--- config.mk ---
export PLATFORM = sky130hd
export DESIGN_NAME = srfu_top
export DESIGN_NICKNAME = d
export VERILOG_FILES = /design/src/hw/srfu_top.v /design/src/hw/srfu_exec.v
export VERILOG_INCLUDE_DIRS = /design/src /design/src/hw
export SDC_FILE = /design/constraint.sdc
export NUM_CORES = 1
export LEC_CHECK = 0
export BUFFER_PORTS_ARGS = -buffer_cell sky130_fd_sc_hd__clkbuf_2
export CAP_MARGIN = 30
export CORE_MARGIN = 2
export CORE_UTILIZATION = 45
export DETAILED_ROUTE_END_ITERATION = 16
export HOLD_SLACK_MARGIN = 0.03
export PLACE_DENSITY_LB_ADDON = 0.25
export SLEW_MARGIN = 0
export SYNTH_ARGS = -nofsm -noshare
export SYNTH_HDL_FRONTEND = slang
export SYNTH_SLANG_ARGS = --single-unit
--- constraint.sdc ---
create_clock -name aclk -period 1.9 [get_ports aclk]
set_input_delay 0.095 -clock aclk [delete_from_list [all_inputs] [get_ports aclk]]
set_output_delay 0.095 -clock aclk [all_outputs]
set_load 0.02 [all_outputs]
--- src/hw/srfu_regs.vh ---
// constants for the shift, rotate and flag unit: register map, fields, opcodes
// assumes a 32-bit axi4-lite master and a 200 MHz aclk
`ifndef SRFU_REGS_VH
`define SRFU_REGS_VH

`define SRFU_ADDR_W 4
`define SRFU_OFF_WREG 4'h0
`define SRFU_OFF_FLAGS 4'h4
`define SRFU_OFF_CMD 4'h8
`define SRFU_OFF_STAT 4'hC

`define SRFU_WREG_RST 8'h00
`define SRFU_FLAGS_RST 8'h00

// status flag positions: c z n v s h t i
`define SRFU_F_C 0
`define SRFU_F_Z 1
`define SRFU_F_N 2
`define SRFU_F_V 3
`define SRFU_F_S 4
`define SRFU_F_H 5
`define SRFU_F_T 6
`define SRFU_F_I 7

// command word: opcode in [4:0], bit select in [10:8]
`define SRFU_CMD_OP_HI 4
`define SRFU_CMD_BIT_LO 8
`define SRFU_CMD_BIT_HI 10

`define SRFU_OP_NOP 5'h00
`define SRFU_OP_SHR_LOGIC 5'h01
`define SRFU_OP_ROLC 5'h02
`define SRFU_OP_RORC 5'h03
`define SRFU_OP_SHR_ARITH 5'h04
`define SRFU_OP_SWAP 5'h05
`define SRFU_OP_BSET 5'h06
`define SRFU_OP_BCLR 5'h07
`define SRFU_OP_BTOT 5'h08
`define SRFU_OP_TTOB 5'h09
`define SRFU_OP_SLEEP 5'h0A
`define SRFU_OP_WDOG 5'h0B
`define SRFU_OP_BREAK 5'h0C
`define SRFU_OP_SETV 5'h0D
`define SRFU_OP_CLRV 5'h0E
`define SRFU_OP_SETH 5'h0F
`define SRFU_OP_CLRH 5'h10
`define SRFU_OP_SETS 5'h11
`define SRFU_OP_CLRS 5'h12

// status register bits
`define SRFU_ST_SLEEP 0
`define SRFU_ST_BRK 1
`define SRFU_ST_WDCNT_LO 8

`endif

--- src/hw/srfu_top.v ---
// shift, rotate and flag unit with axi4-lite register access
// assumes a single aclk domain; sleep, watchdog and debug units sit outside
`timescale 1ns/1ps
`include "srfu_regs.vh"
module srfu_top (
   input wire aclk,
   input wire aresetn,
   input wire [`SRFU_ADDR_W-1:0] s_axi_awaddr,
   input wire s_axi_awvalid,
   output reg s_axi_awready,
   input wire [31:0] s_axi_wdata,
   input wire [3:0] s_axi_wstrb,
   input wire s_axi_wvalid,
   output reg s_axi_wready,
   output reg [1:0] s_axi_bresp,
   output reg s_axi_bvalid,
   input wire s_axi_bready,
   input wire [`SRFU_ADDR_W-1:0] s_axi_araddr,
   input wire s_axi_arvalid,
   output reg s_axi_arready,
   output reg [31:0] s_axi_rdata,
   output reg [1:0] s_axi_rresp,
   output reg s_axi_rvalid,
   input wire s_axi_rready,
   input wire debug_enable,
   output reg sleep_request,
   output reg watchdog_restart,
   output reg debug_break
);
   localparam [1:0] RESP_OKAY = 2'b00;
   localparam [1:0] RESP_SLVERR = 2'b10;

   ////////////////////////////////////////////////////////////////////////////
   // state
   reg [7:0] wreg;
   reg [7:0] status_flags_register;
   reg [7:0] wd_count;
   reg dbg_meta;
   reg dbg_sync;
   reg [`SRFU_ADDR_W-1:0] aw_addr;
   reg aw_held;
   reg [31:0] w_data;
   reg [3:0] w_strb;
   reg w_held;

   wire [7:0] exec_wreg;
   wire [7:0] exec_flags;
   wire wr_go;
   wire cmd_go;
   wire [4:0] cmd_op;
   wire [2:0] cmd_bit;

   ////////////////////////////////////////////////////////////////////////////
   // write channel capture, either order
   assign wr_go = aw_held && w_held && !s_axi_bvalid;
   assign cmd_go = wr_go && (aw_addr == `SRFU_OFF_CMD) && w_strb[0];
   assign cmd_op = w_data[`SRFU_CMD_OP_HI:0];
   assign cmd_bit = w_data[`SRFU_CMD_BIT_HI:`SRFU_CMD_BIT_LO];

   always @(posedge aclk) begin
      if (!aresetn) begin
         aw_held <= 1'b0;
         w_held <= 1'b0;
         aw_addr <= {`SRFU_ADDR_W{1'b0}};
         w_data <= 32'h0000_0000;
         w_strb <= 4'h0;
         s_axi_awready <= 1'b0;
         s_axi_wready <= 1'b0;
      end else begin
         s_axi_awready <= !aw_held && !s_axi_awready && !s_axi_bvalid;
         s_axi_wready <= !w_held && !s_axi_wready && !s_axi_bvalid;
         if (s_axi_awvalid && s_axi_awready) begin
            aw_held <= 1'b1;
            aw_addr <= s_axi_awaddr;
         end
         if (s_axi_wvalid && s_axi_wready) begin
            w_held <= 1'b1;
            w_data <= s_axi_wdata;
            w_strb <= s_axi_wstrb;
         end
         if (wr_go) begin
            aw_held <= 1'b0;
            w_held <= 1'b0;
         end
      end
   end

   always @(posedge aclk) begin
      if (!aresetn) begin
         s_axi_bvalid <= 1'b0;
         s_axi_bresp <= RESP_OKAY;
      end else if (wr_go) begin
         s_axi_bvalid <= 1'b1;
         if (aw_addr == `SRFU_OFF_STAT) begin
            s_axi_bresp <= RESP_SLVERR;
         end else begin
            s_axi_bresp <= RESP_OKAY;
         end
      end else if (s_axi_bready) begin
         s_axi_bvalid <= 1'b0;
      end
   end

   ////////////////////////////////////////////////////////////////////////////
   // datapath
   srfu_exec u_exec (
      .op(cmd_op),
      .bsel(cmd_bit),
      .wreg_in(wreg),
      .flags_in(status_flags_register),
      .wreg_out(exec_wreg),
      .flags_out(exec_flags)
   );

   always @(posedge aclk) begin
      if (!aresetn) begin
         dbg_meta <= 1'b0;
         dbg_sync <= 1'b0;
      end else begin
         dbg_meta <= debug_enable;
         dbg_sync <= dbg_meta;
      end
   end

   always @(posedge aclk) begin
      if (!aresetn) begin
         wreg <= `SRFU_WREG_RST;
         status_flags_register <= `SRFU_FLAGS_RST;
      end else if (cmd_go) begin
         wreg <= exec_wreg; // one clock per operation
         status_flags_register <= exec_flags;
      end else if (wr_go && aw_addr == `SRFU_OFF_WREG && w_strb[0]) begin
         wreg <= w_data[7:0];
      end else if (wr_go && aw_addr == `SRFU_OFF_FLAGS && w_strb[0]) begin
         status_flags_register <= w_data[7:0];
      end
   end

   // control instructions
   always @(posedge aclk) begin
      if (!aresetn) begin
         sleep_request <= 1'b0;
         watchdog_restart <= 1'b0;
         debug_break <= 1'b0;
         wd_count <= 8'h00;
      end else begin
         watchdog_restart <= cmd_go && cmd_op == `SRFU_OP_WDOG;
         if (cmd_go && cmd_op == `SRFU_OP_WDOG) begin
            wd_count <= wd_count + 8'h01;
         end
         if (cmd_go && cmd_op == `SRFU_OP_SLEEP) begin
            sleep_request <= 1'b1;
         end else if (cmd_go) begin
            sleep_request <= 1'b0;
         end
         if (cmd_go && cmd_op == `SRFU_OP_BREAK && dbg_sync) begin
            debug_break <= 1'b1;
         end else if (!dbg_sync || (cmd_go && cmd_op != `SRFU_OP_BREAK)) begin
            debug_break <= 1'b0;
         end
      end
   end

   ////////////////////////////////////////////////////////////////////////////
   // read channel
   always @(posedge aclk) begin
      if (!aresetn) begin
         s_axi_arready <= 1'b0;
         s_axi_rvalid <= 1'b0;
         s_axi_rdata <= 32'h0000_0000;
         s_axi_rresp <= RESP_OKAY;
      end else begin
         s_axi_arready <= !s_axi_arready && !s_axi_rvalid;
         if (s_axi_arvalid && s_axi_arready) begin
            s_axi_rvalid <= 1'b1;
            s_axi_rresp <= RESP_OKAY;
            case (s_axi_araddr)
               `SRFU_OFF_WREG: s_axi_rdata <= {24'h00_0000, wreg};
               `SRFU_OFF_FLAGS: s_axi_rdata <= {24'h00_0000, status_flags_register};
               `SRFU_OFF_CMD: s_axi_rdata <= 32'h0000_0000;
               `SRFU_OFF_STAT: s_axi_rdata <= {16'h0000, wd_count, 6'h00,
                                               debug_break, sleep_request};
               default: begin
                  s_axi_rdata <= 32'h0000_0000;
                  s_axi_rresp <= RESP_SLVERR;
               end
            endcase
         end else if (s_axi_rready) begin
            s_axi_rvalid <= 1'b0;
         end
      end
   end
endmodule

--- src/hw/srfu_exec.v ---
// combinational shift, rotate and flag datapath
// assumes operands are stable in the cycle the command is applied
`timescale 1ns/1ps
`include "srfu_regs.vh"
module srfu_exec (
   input wire [4:0] op,
   input wire [2:0] bsel,
   input wire [7:0] wreg_in,
   input wire [7:0] flags_in,
   output reg [7:0] wreg_out,
   output reg [7:0] flags_out
);
   reg [7:0] res;
   reg cout;
   reg shift_op;
   always @* begin
      res = wreg_in;
      cout = flags_in[`SRFU_F_C];
      shift_op = 1'b0;
      wreg_out = wreg_in;
      flags_out = flags_in;
      case (op)
         `SRFU_OP_SHR_LOGIC: begin
            res = {1'b0, wreg_in[7:1]};
            cout = wreg_in[0];
            shift_op = 1'b1;
         end
         `SRFU_OP_ROLC: begin
            res = {wreg_in[6:0], flags_in[`SRFU_F_C]};
            cout = wreg_in[7];
            shift_op = 1'b1;
         end
         `SRFU_OP_RORC: begin
            res = {flags_in[`SRFU_F_C], wreg_in[7:1]};
            cout = wreg_in[0];
            shift_op = 1'b1;
         end
         `SRFU_OP_SHR_ARITH: begin
            res = {wreg_in[7], wreg_in[7:1]};
            cout = wreg_in[0];
            shift_op = 1'b1;
         end
         `SRFU_OP_SWAP: wreg_out = {wreg_in[3:0], wreg_in[7:4]};
         `SRFU_OP_BSET: flags_out[bsel] = 1'b1;
         `SRFU_OP_BCLR: flags_out[bsel] = 1'b0;
         `SRFU_OP_BTOT: flags_out[`SRFU_F_T] = wreg_in[bsel];
         `SRFU_OP_TTOB: wreg_out[bsel] = flags_in[`SRFU_F_T];
         `SRFU_OP_SETV: flags_out[`SRFU_F_V] = 1'b1;
         `SRFU_OP_CLRV: flags_out[`SRFU_F_V] = 1'b0;
         `SRFU_OP_SETH: flags_out[`SRFU_F_H] = 1'b1;
         `SRFU_OP_CLRH: flags_out[`SRFU_F_H] = 1'b0;
         `SRFU_OP_SETS: flags_out[`SRFU_F_S] = 1'b1;
         `SRFU_OP_CLRS: flags_out[`SRFU_F_S] = 1'b0;
         default: wreg_out = wreg_in; // sleep, watchdog, break, nop
      endcase
      if (shift_op) begin
         wreg_out = res;
         flags_out[`SRFU_F_C] = cout;
         flags_out[`SRFU_F_Z] = (res == 8'h00);
         flags_out[`SRFU_F_N] = res[7];
         flags_out[`SRFU_F_V] = res[7] ^ cout;
         flags_out[`SRFU_F_S] = res[7] ^ (res[7] ^ cout);
      end
   end
endmodule

== Word level (Yosys, flattened, before mapping) ==
Cells that the tools add are included.

* Bits of input ports: 52
* Output and inout port bits: 44
* Flip-flop bits (word level): 88

* Add/subtract/negate cells: 1
* Reduce and logical (&&, ||, !) cells: 51
* Order comparisons: 2
* Bitwise logic cells: 6
* Eq/ne operators: 33
* Multiplexer cells: 33

{| class="wikitable"
|+ Operators with widths
! cell !! count
|-
| 8-bit two-way mux || 6
|-
| 16-bit one-hot mux with 3 select lines || 1
|-
| 5-bit by 4-bit == test with 1-bit output, second input constant || 8
|-
| 8-bit one-hot mux with 4 select lines || 1
|-
| 1-bit logical AND || 22
|-
| 5-bit by 3-bit == test with 1-bit output, second input constant || 4
|-
| 3-bit AND reduction || 6
|-
| 4-bit == test, second input constant || 4
|-
| 8-bit one-hot mux with 2 select lines || 1
|-
| 5-bit == test, second input constant || 3
|-
| 4-bit by 1-bit inequality test with 1-bit output, second input constant || 3
|-
| 6-bit by 1-bit inequality test with 1-bit output, second input constant || 2
|-
| 1-bit one-hot mux with 4 select lines || 3
|-
| 2-bit nonzero test || 6
|-
| 1-bit two-way mux || 11
|-
| 5-bit by 2-bit == test with 1-bit output, second input constant || 2
|-
| 8-bit by 1-bit adder with 8-bit output, second input constant || 1
|-
| 8-bit AND || 1
|-
| 8-bit bitwise mux || 1
|-
| 4-bit by 3-bit == test with 1-bit output, second input constant || 2
|-
| 1-bit zero test || 8
|-
| 4-bit zero test || 2
|-
| 8-bit zero test || 1
|-
| 8-bit NOT || 1
|-
| 22 further kinds || 26
|}

== Logic depth before layout (Yosys ltp) ==
* Depth after elaboration: 9
* Gate-level depth with buffers: 8
* Depth with buffers taken out: 5

== Hierarchy ==
A second synthesis with hierarchy kept.

* Cells, all modules: 505
* Area, all modules: 4171.5 µm²

{| class="wikitable"
|+ By module, submodules not included
! module !! cells an instance !! instances !! area each (µm²)
|-
| srfu_top || 344 || 1 || 3084.2
|-
| srfu_exec || 161 || 1 || 1087.3
|}

== Worst setup path after synthesis ==
Ideal clock, no wire load.

* Path type: flip-flop to flip-flop
* Start: reg w_strb[0]
* End: reg wreg[7]
* Stages on the path, launching flop included: 8
* Slack: 0.008 ns
* Clock period less this slack: 1.892 ns
* Setup time: 0.128 ns
* Path buffers: 2
* Arrival time: 1.764 ns
* Data required time: 1.772 ns
* Cell sequence: dfxtp_1 -> or3b_1 -> or3_1 -> clkbuf_2 -> or2_0 -> buf_2 -> o211ai_1 -> o41ai_2

* Cells in the longest elaborated chain, start to end: 3
* Elaborated cells between the ends (all ways): 6
* Those cells by class: eq/ne: 1; mux: 1; reduce/logical: 4

{| class="wikitable"
|+ RTL lines
! item !! RTL line !! RTL
|-
| from (decl) || srfu_top.v:43 || <nowiki>reg [3:0] w_strb;</nowiki>
|-
| from (signal assigned) || srfu_top.v:79 || <nowiki>w_strb <= s_axi_wstrb;</nowiki>
|-
| 1-bit logical AND (on tied branches) || srfu_top.v:56, srfu_top.v:132 ||
|-
| 4-bit by 1-bit inequality test with 1-bit output (no source line) or 2-bit nonzero test (tied branches) || n/a ||
|-
| 2-bit AND reduction (no source line) || n/a ||
|-
| to (signal assigned) || srfu_top.v:127 || <nowiki>wreg <= `SRFU_WREG_RST;</nowiki>
|-
| to (signal assigned) || srfu_top.v:130 || <nowiki>wreg <= exec_wreg;</nowiki>
|-
| to (signal assigned) || srfu_top.v:133 || <nowiki>wreg <= w_data[7:0];</nowiki>
|-
| to (decl) || srfu_top.v:35 || <nowiki>reg [7:0] wreg;</nowiki>
|}

Several ways; a longest one is shown, not always the timed one.
A chain may end at the register's enable or synchronous reset.

==> metrics.md <==
| Metric | Value |
|---|---|
| Crit path time final | 1860 ps |
| Initial antenna violation count | 0 |
| CTS tree | yes |
| Hold Vio Cnt, Final | 0 |
| Max Slew Vio Count | 0 |
| Cells after Synth | 523 |
| Core ar. | 9110 µm² |
| Setup tns final | 0 ps |
| Period utilization | 0.978 |
| Max VDD drop | 0.339 mV |
| Largest net degree at the start of global routing | 23 |
| Commonest non-fill, non-tap cells in the layout | 65 x buf_4, 62 x dfxtp_1, 53 x clkbuf_2, 52 x nand2_1, 44 x a21oi_1 |
| Die Wd | 100 µm |
| PwrDens | 608 nW/µm² |
| Worst R2R Path Depth | 5 |
| Ys async rst share | 0 |
| Die height | 100 µm |
| Internal power | 2.33 mW |
| CP required | 2150 ps |
| P_sw | 983 µW |
| Routability congestion estimate | 0.940 |
| Reg-to-reg critical path startpoint | w_data[1] |
| Drt drc | 0 |
| 1st-iter DRT viols | 325 |
| Buf+Inv Stages, Crit Path | 0 |
| Layout cell share with drive strength beyond 1 | 0.297 |
| Gr busiest metal | met2 |
| Full die area | 10000 µm² |
| CTS Root Cell | clkbuf_8 |
| CP peak stage delay | 410 ps |
| Combinational Power Share | 0.148 |
| Setup crit end kind | flip-flop |
| # placed instances | 718 |
| Setup CP Type | flip-flop to flip-flop |
| Vias in the first global route | 4172 |
| Initial Util | 0.456 |
| IO buf count | 53 |
| Clock Sinks | 70 |
| Fillers | 804 |
| Final WL | 12.8 mm |
| Seq cells post-synth | 70 |
| Cell Area, Synth | 4150 µm² |
| Final setup fails | 0 |
| Crit-path cells | nor3b_1 -> and2_1 -> a21boi_1 -> a2111oi_4 -> o311a_1 |
| Largest delay share family, worst path | compound AO/OA/AOI/OAI gates |
| Pre-antenna DRT Iters | 5 |
| Worst Hold Launch | s_axi_awvalid |
| Post-Syn Area per Cell | 7.94 µm² |
| Most common cell after layout, fill and taps aside | buf_4 |
| Fmax | 538 MHz |
| Num ports | 96 |
| Worst Hold End | aw_addr[3] |
| Netlist cell types | 73 |
| Grt met3 use | 0.0592 |
| Worst-path clk slew | 80 ps |
| Clk buf depth | 2 |
| Total GRT Usage | 0.263 |
| Met1 usage | 0.346 |
| Status | finished, final reports clean |
| Final net count | 692 |
| Synth Warn # | 0 |
| Post-synth EDFFs | 0 |
| Reg2Reg Setup Slack | 40 ps |
| Crit-path slowest cell | dfxtp_2 |
| Critical Path AT | 2110 ps |
| Total number of vias | 4422 |
| Htree depth | 3 |
| Seq/Total Area, Yosys | 0.338 |
| Seq pwr share | 0.464 |
| Clk Latency, worst-skew pair | 370 ps |
| Area grow syn2layout | 31.2% |
| Dpl hpwl | 9.26 mm |
| Startpoint Class | flip-flop |
| N_diodes | 0 |
| # rows | 35 |
| Final Power | 3.31 mW |
| Hold WC Path Type | input pin to flip-flop |
| Skew final | 9.69 ps |
| Max-cap violations | 0 |
| Post-DR wirelength/cell | 16.9 µm |
| First-pass GRT wire length | 20.8 mm |
| Clock Power Share | 0.387 |
| Via/cell ratio | 5.86 |
| Switching Share | 0.297 |
| Postcts setup bufs | 0 |
| Grt met2 use | 0.430 |
| Hold Path Cell Cnt | 3 |
| DRT antenna net count | 0 |
| Total gr overflow | 0 |
| Non-filler cells, final | 755 |
| Crit path max fanout | 6 |
| Lkg Pwr | 2.22 nW |
| Num CTS Buffers | 9 |
| Dominant synthesized flop cell | dfxtp_1 |
| RSZ-0062 raised after global routing | true |
worst max-delay path by stage:
stage,start,to,slack (ps),depth (start not counted)
floorplan,w_strb[0],wreg[7],8,7
global placement,aw_addr[0],wreg[7],-50,5
detailed placement,aw_addr[0],wreg[7],-70,5
CTS,w_data[2],flip-flop,-1,7
global route,aw_addr[0],wreg[2],-60,6
finish,w_data[1],flip-flop,40,5
kinds of logic (layout without fill, tap and decap cells):
| family | after synthesis | after routing | share of synthesized area |
|---|---|---|---|
| adder cells (fa/ha/maj) | 1 | 1 | 0.00301 |
| multiplexers | 13 | 13 | 0.0377 |
| AND/OR/NAND/NOR | 210 | 210 | 0.264 |
| XOR/XNOR | 10 | 10 | 0.0211 |
| AO/OA/AOI/OAI | 152 | 152 | 0.256 |
| other | 1 | 18 | 0.000903 |
| flip-flops | 70 | 70 | 0.338 |
| buffers and inverters | 66 | 170 | 0.0799 |
synthesized netlist by cell type, drive strengths merged, types with 10 or more instances:
master / instances / area [µm²]
dfxtp: 70 / 1400
nand2: 53 / 199
a21oi: 45 / 229
nor2: 44 / 165
buf: 35 / 214
o21ai: 25 / 125
clkbuf: 22 / 83.8
nand3: 22 / 110
nand2b: 15 / 93.8
nand4: 14 / 87.6
a22oi: 10 / 75.1
mux2i: 10 / 100
worst min-delay path, delay by kind of cell:
kind	cells	cell delay [ps]
AO/OA/AOI/OAI	1	60
AND/OR/NAND/NOR	1	90
buffers and inverters	1	110
area by class of cell:
class                           count  area, µm²  share of cell area
Clock buffer                        9        124              0.0227
Timing Repair Buffer              145       1050               0.193
Inverter                            9       33.8             0.00620
Tap cell                          111        139              0.0255
Clock inverter                      7       81.3              0.0149
Multi-Input combinational cell    404       2600               0.478
Sequential cell                    70       1410               0.260
flip-flops by register name, summed over array words and instances, names as in the netlist, named ones only:
register,flops
s_axi_rdata,16
w_data,11
wd_count,8
wreg,8
aw_addr,4
status_flags_register,4
aw_held,1
dbg_meta,1
dbg_sync,1
debug_break,1
s_axi_arready,1
s_axi_awready,1
s_axi_bresp,1
s_axi_bvalid,1
s_axi_rresp,1
s_axi_rvalid,1
s_axi_wready,1
sleep_request,1
w_held,1
w_strb,1
watchdog_restart,1
repair_timing:
item                                    4_1_cts  5_1_grt
endpoints found under the hold margin        19        0
pin swaps                                     1        5
resized for setup                            16       36
endpoints found under the setup margin       14       15
hold buffers                                 21        0
layer usage:
metal  vias to the layer above  part of all wire
li1                       2131                 -
met1                      2039              0.44
met2                       222              0.46
met3                        30             0.072
met4                         0             0.023
met5                         -                 0
power by group through the flow:
stage	Combinational, mW	Sequential, mW	Clock [mW]
after floorplan	0.285	1.56	0
after global placement	0.423	1.57	0
after detailed placement	0.426	1.57	0
after CTS	0.467	1.54	1.29
after global routing	0.532	1.55	1.37
final	0.492	1.54	1.28
metrics by stage:
step	cell area [µm²]	setup WS [ps]	utilization	hold WS [ps]
floorplan	4220	8.23	-	222
global placement	4870	-51.8	0.534	305
detailed placement	4870	-74.3	0.534	306
CTS	5330	-1.32	0.585	36.3
global route	5450	-60.4	0.598	75.0
finish	5450	42.7	0.598	41.1
(Power assumes the default switching activity.)
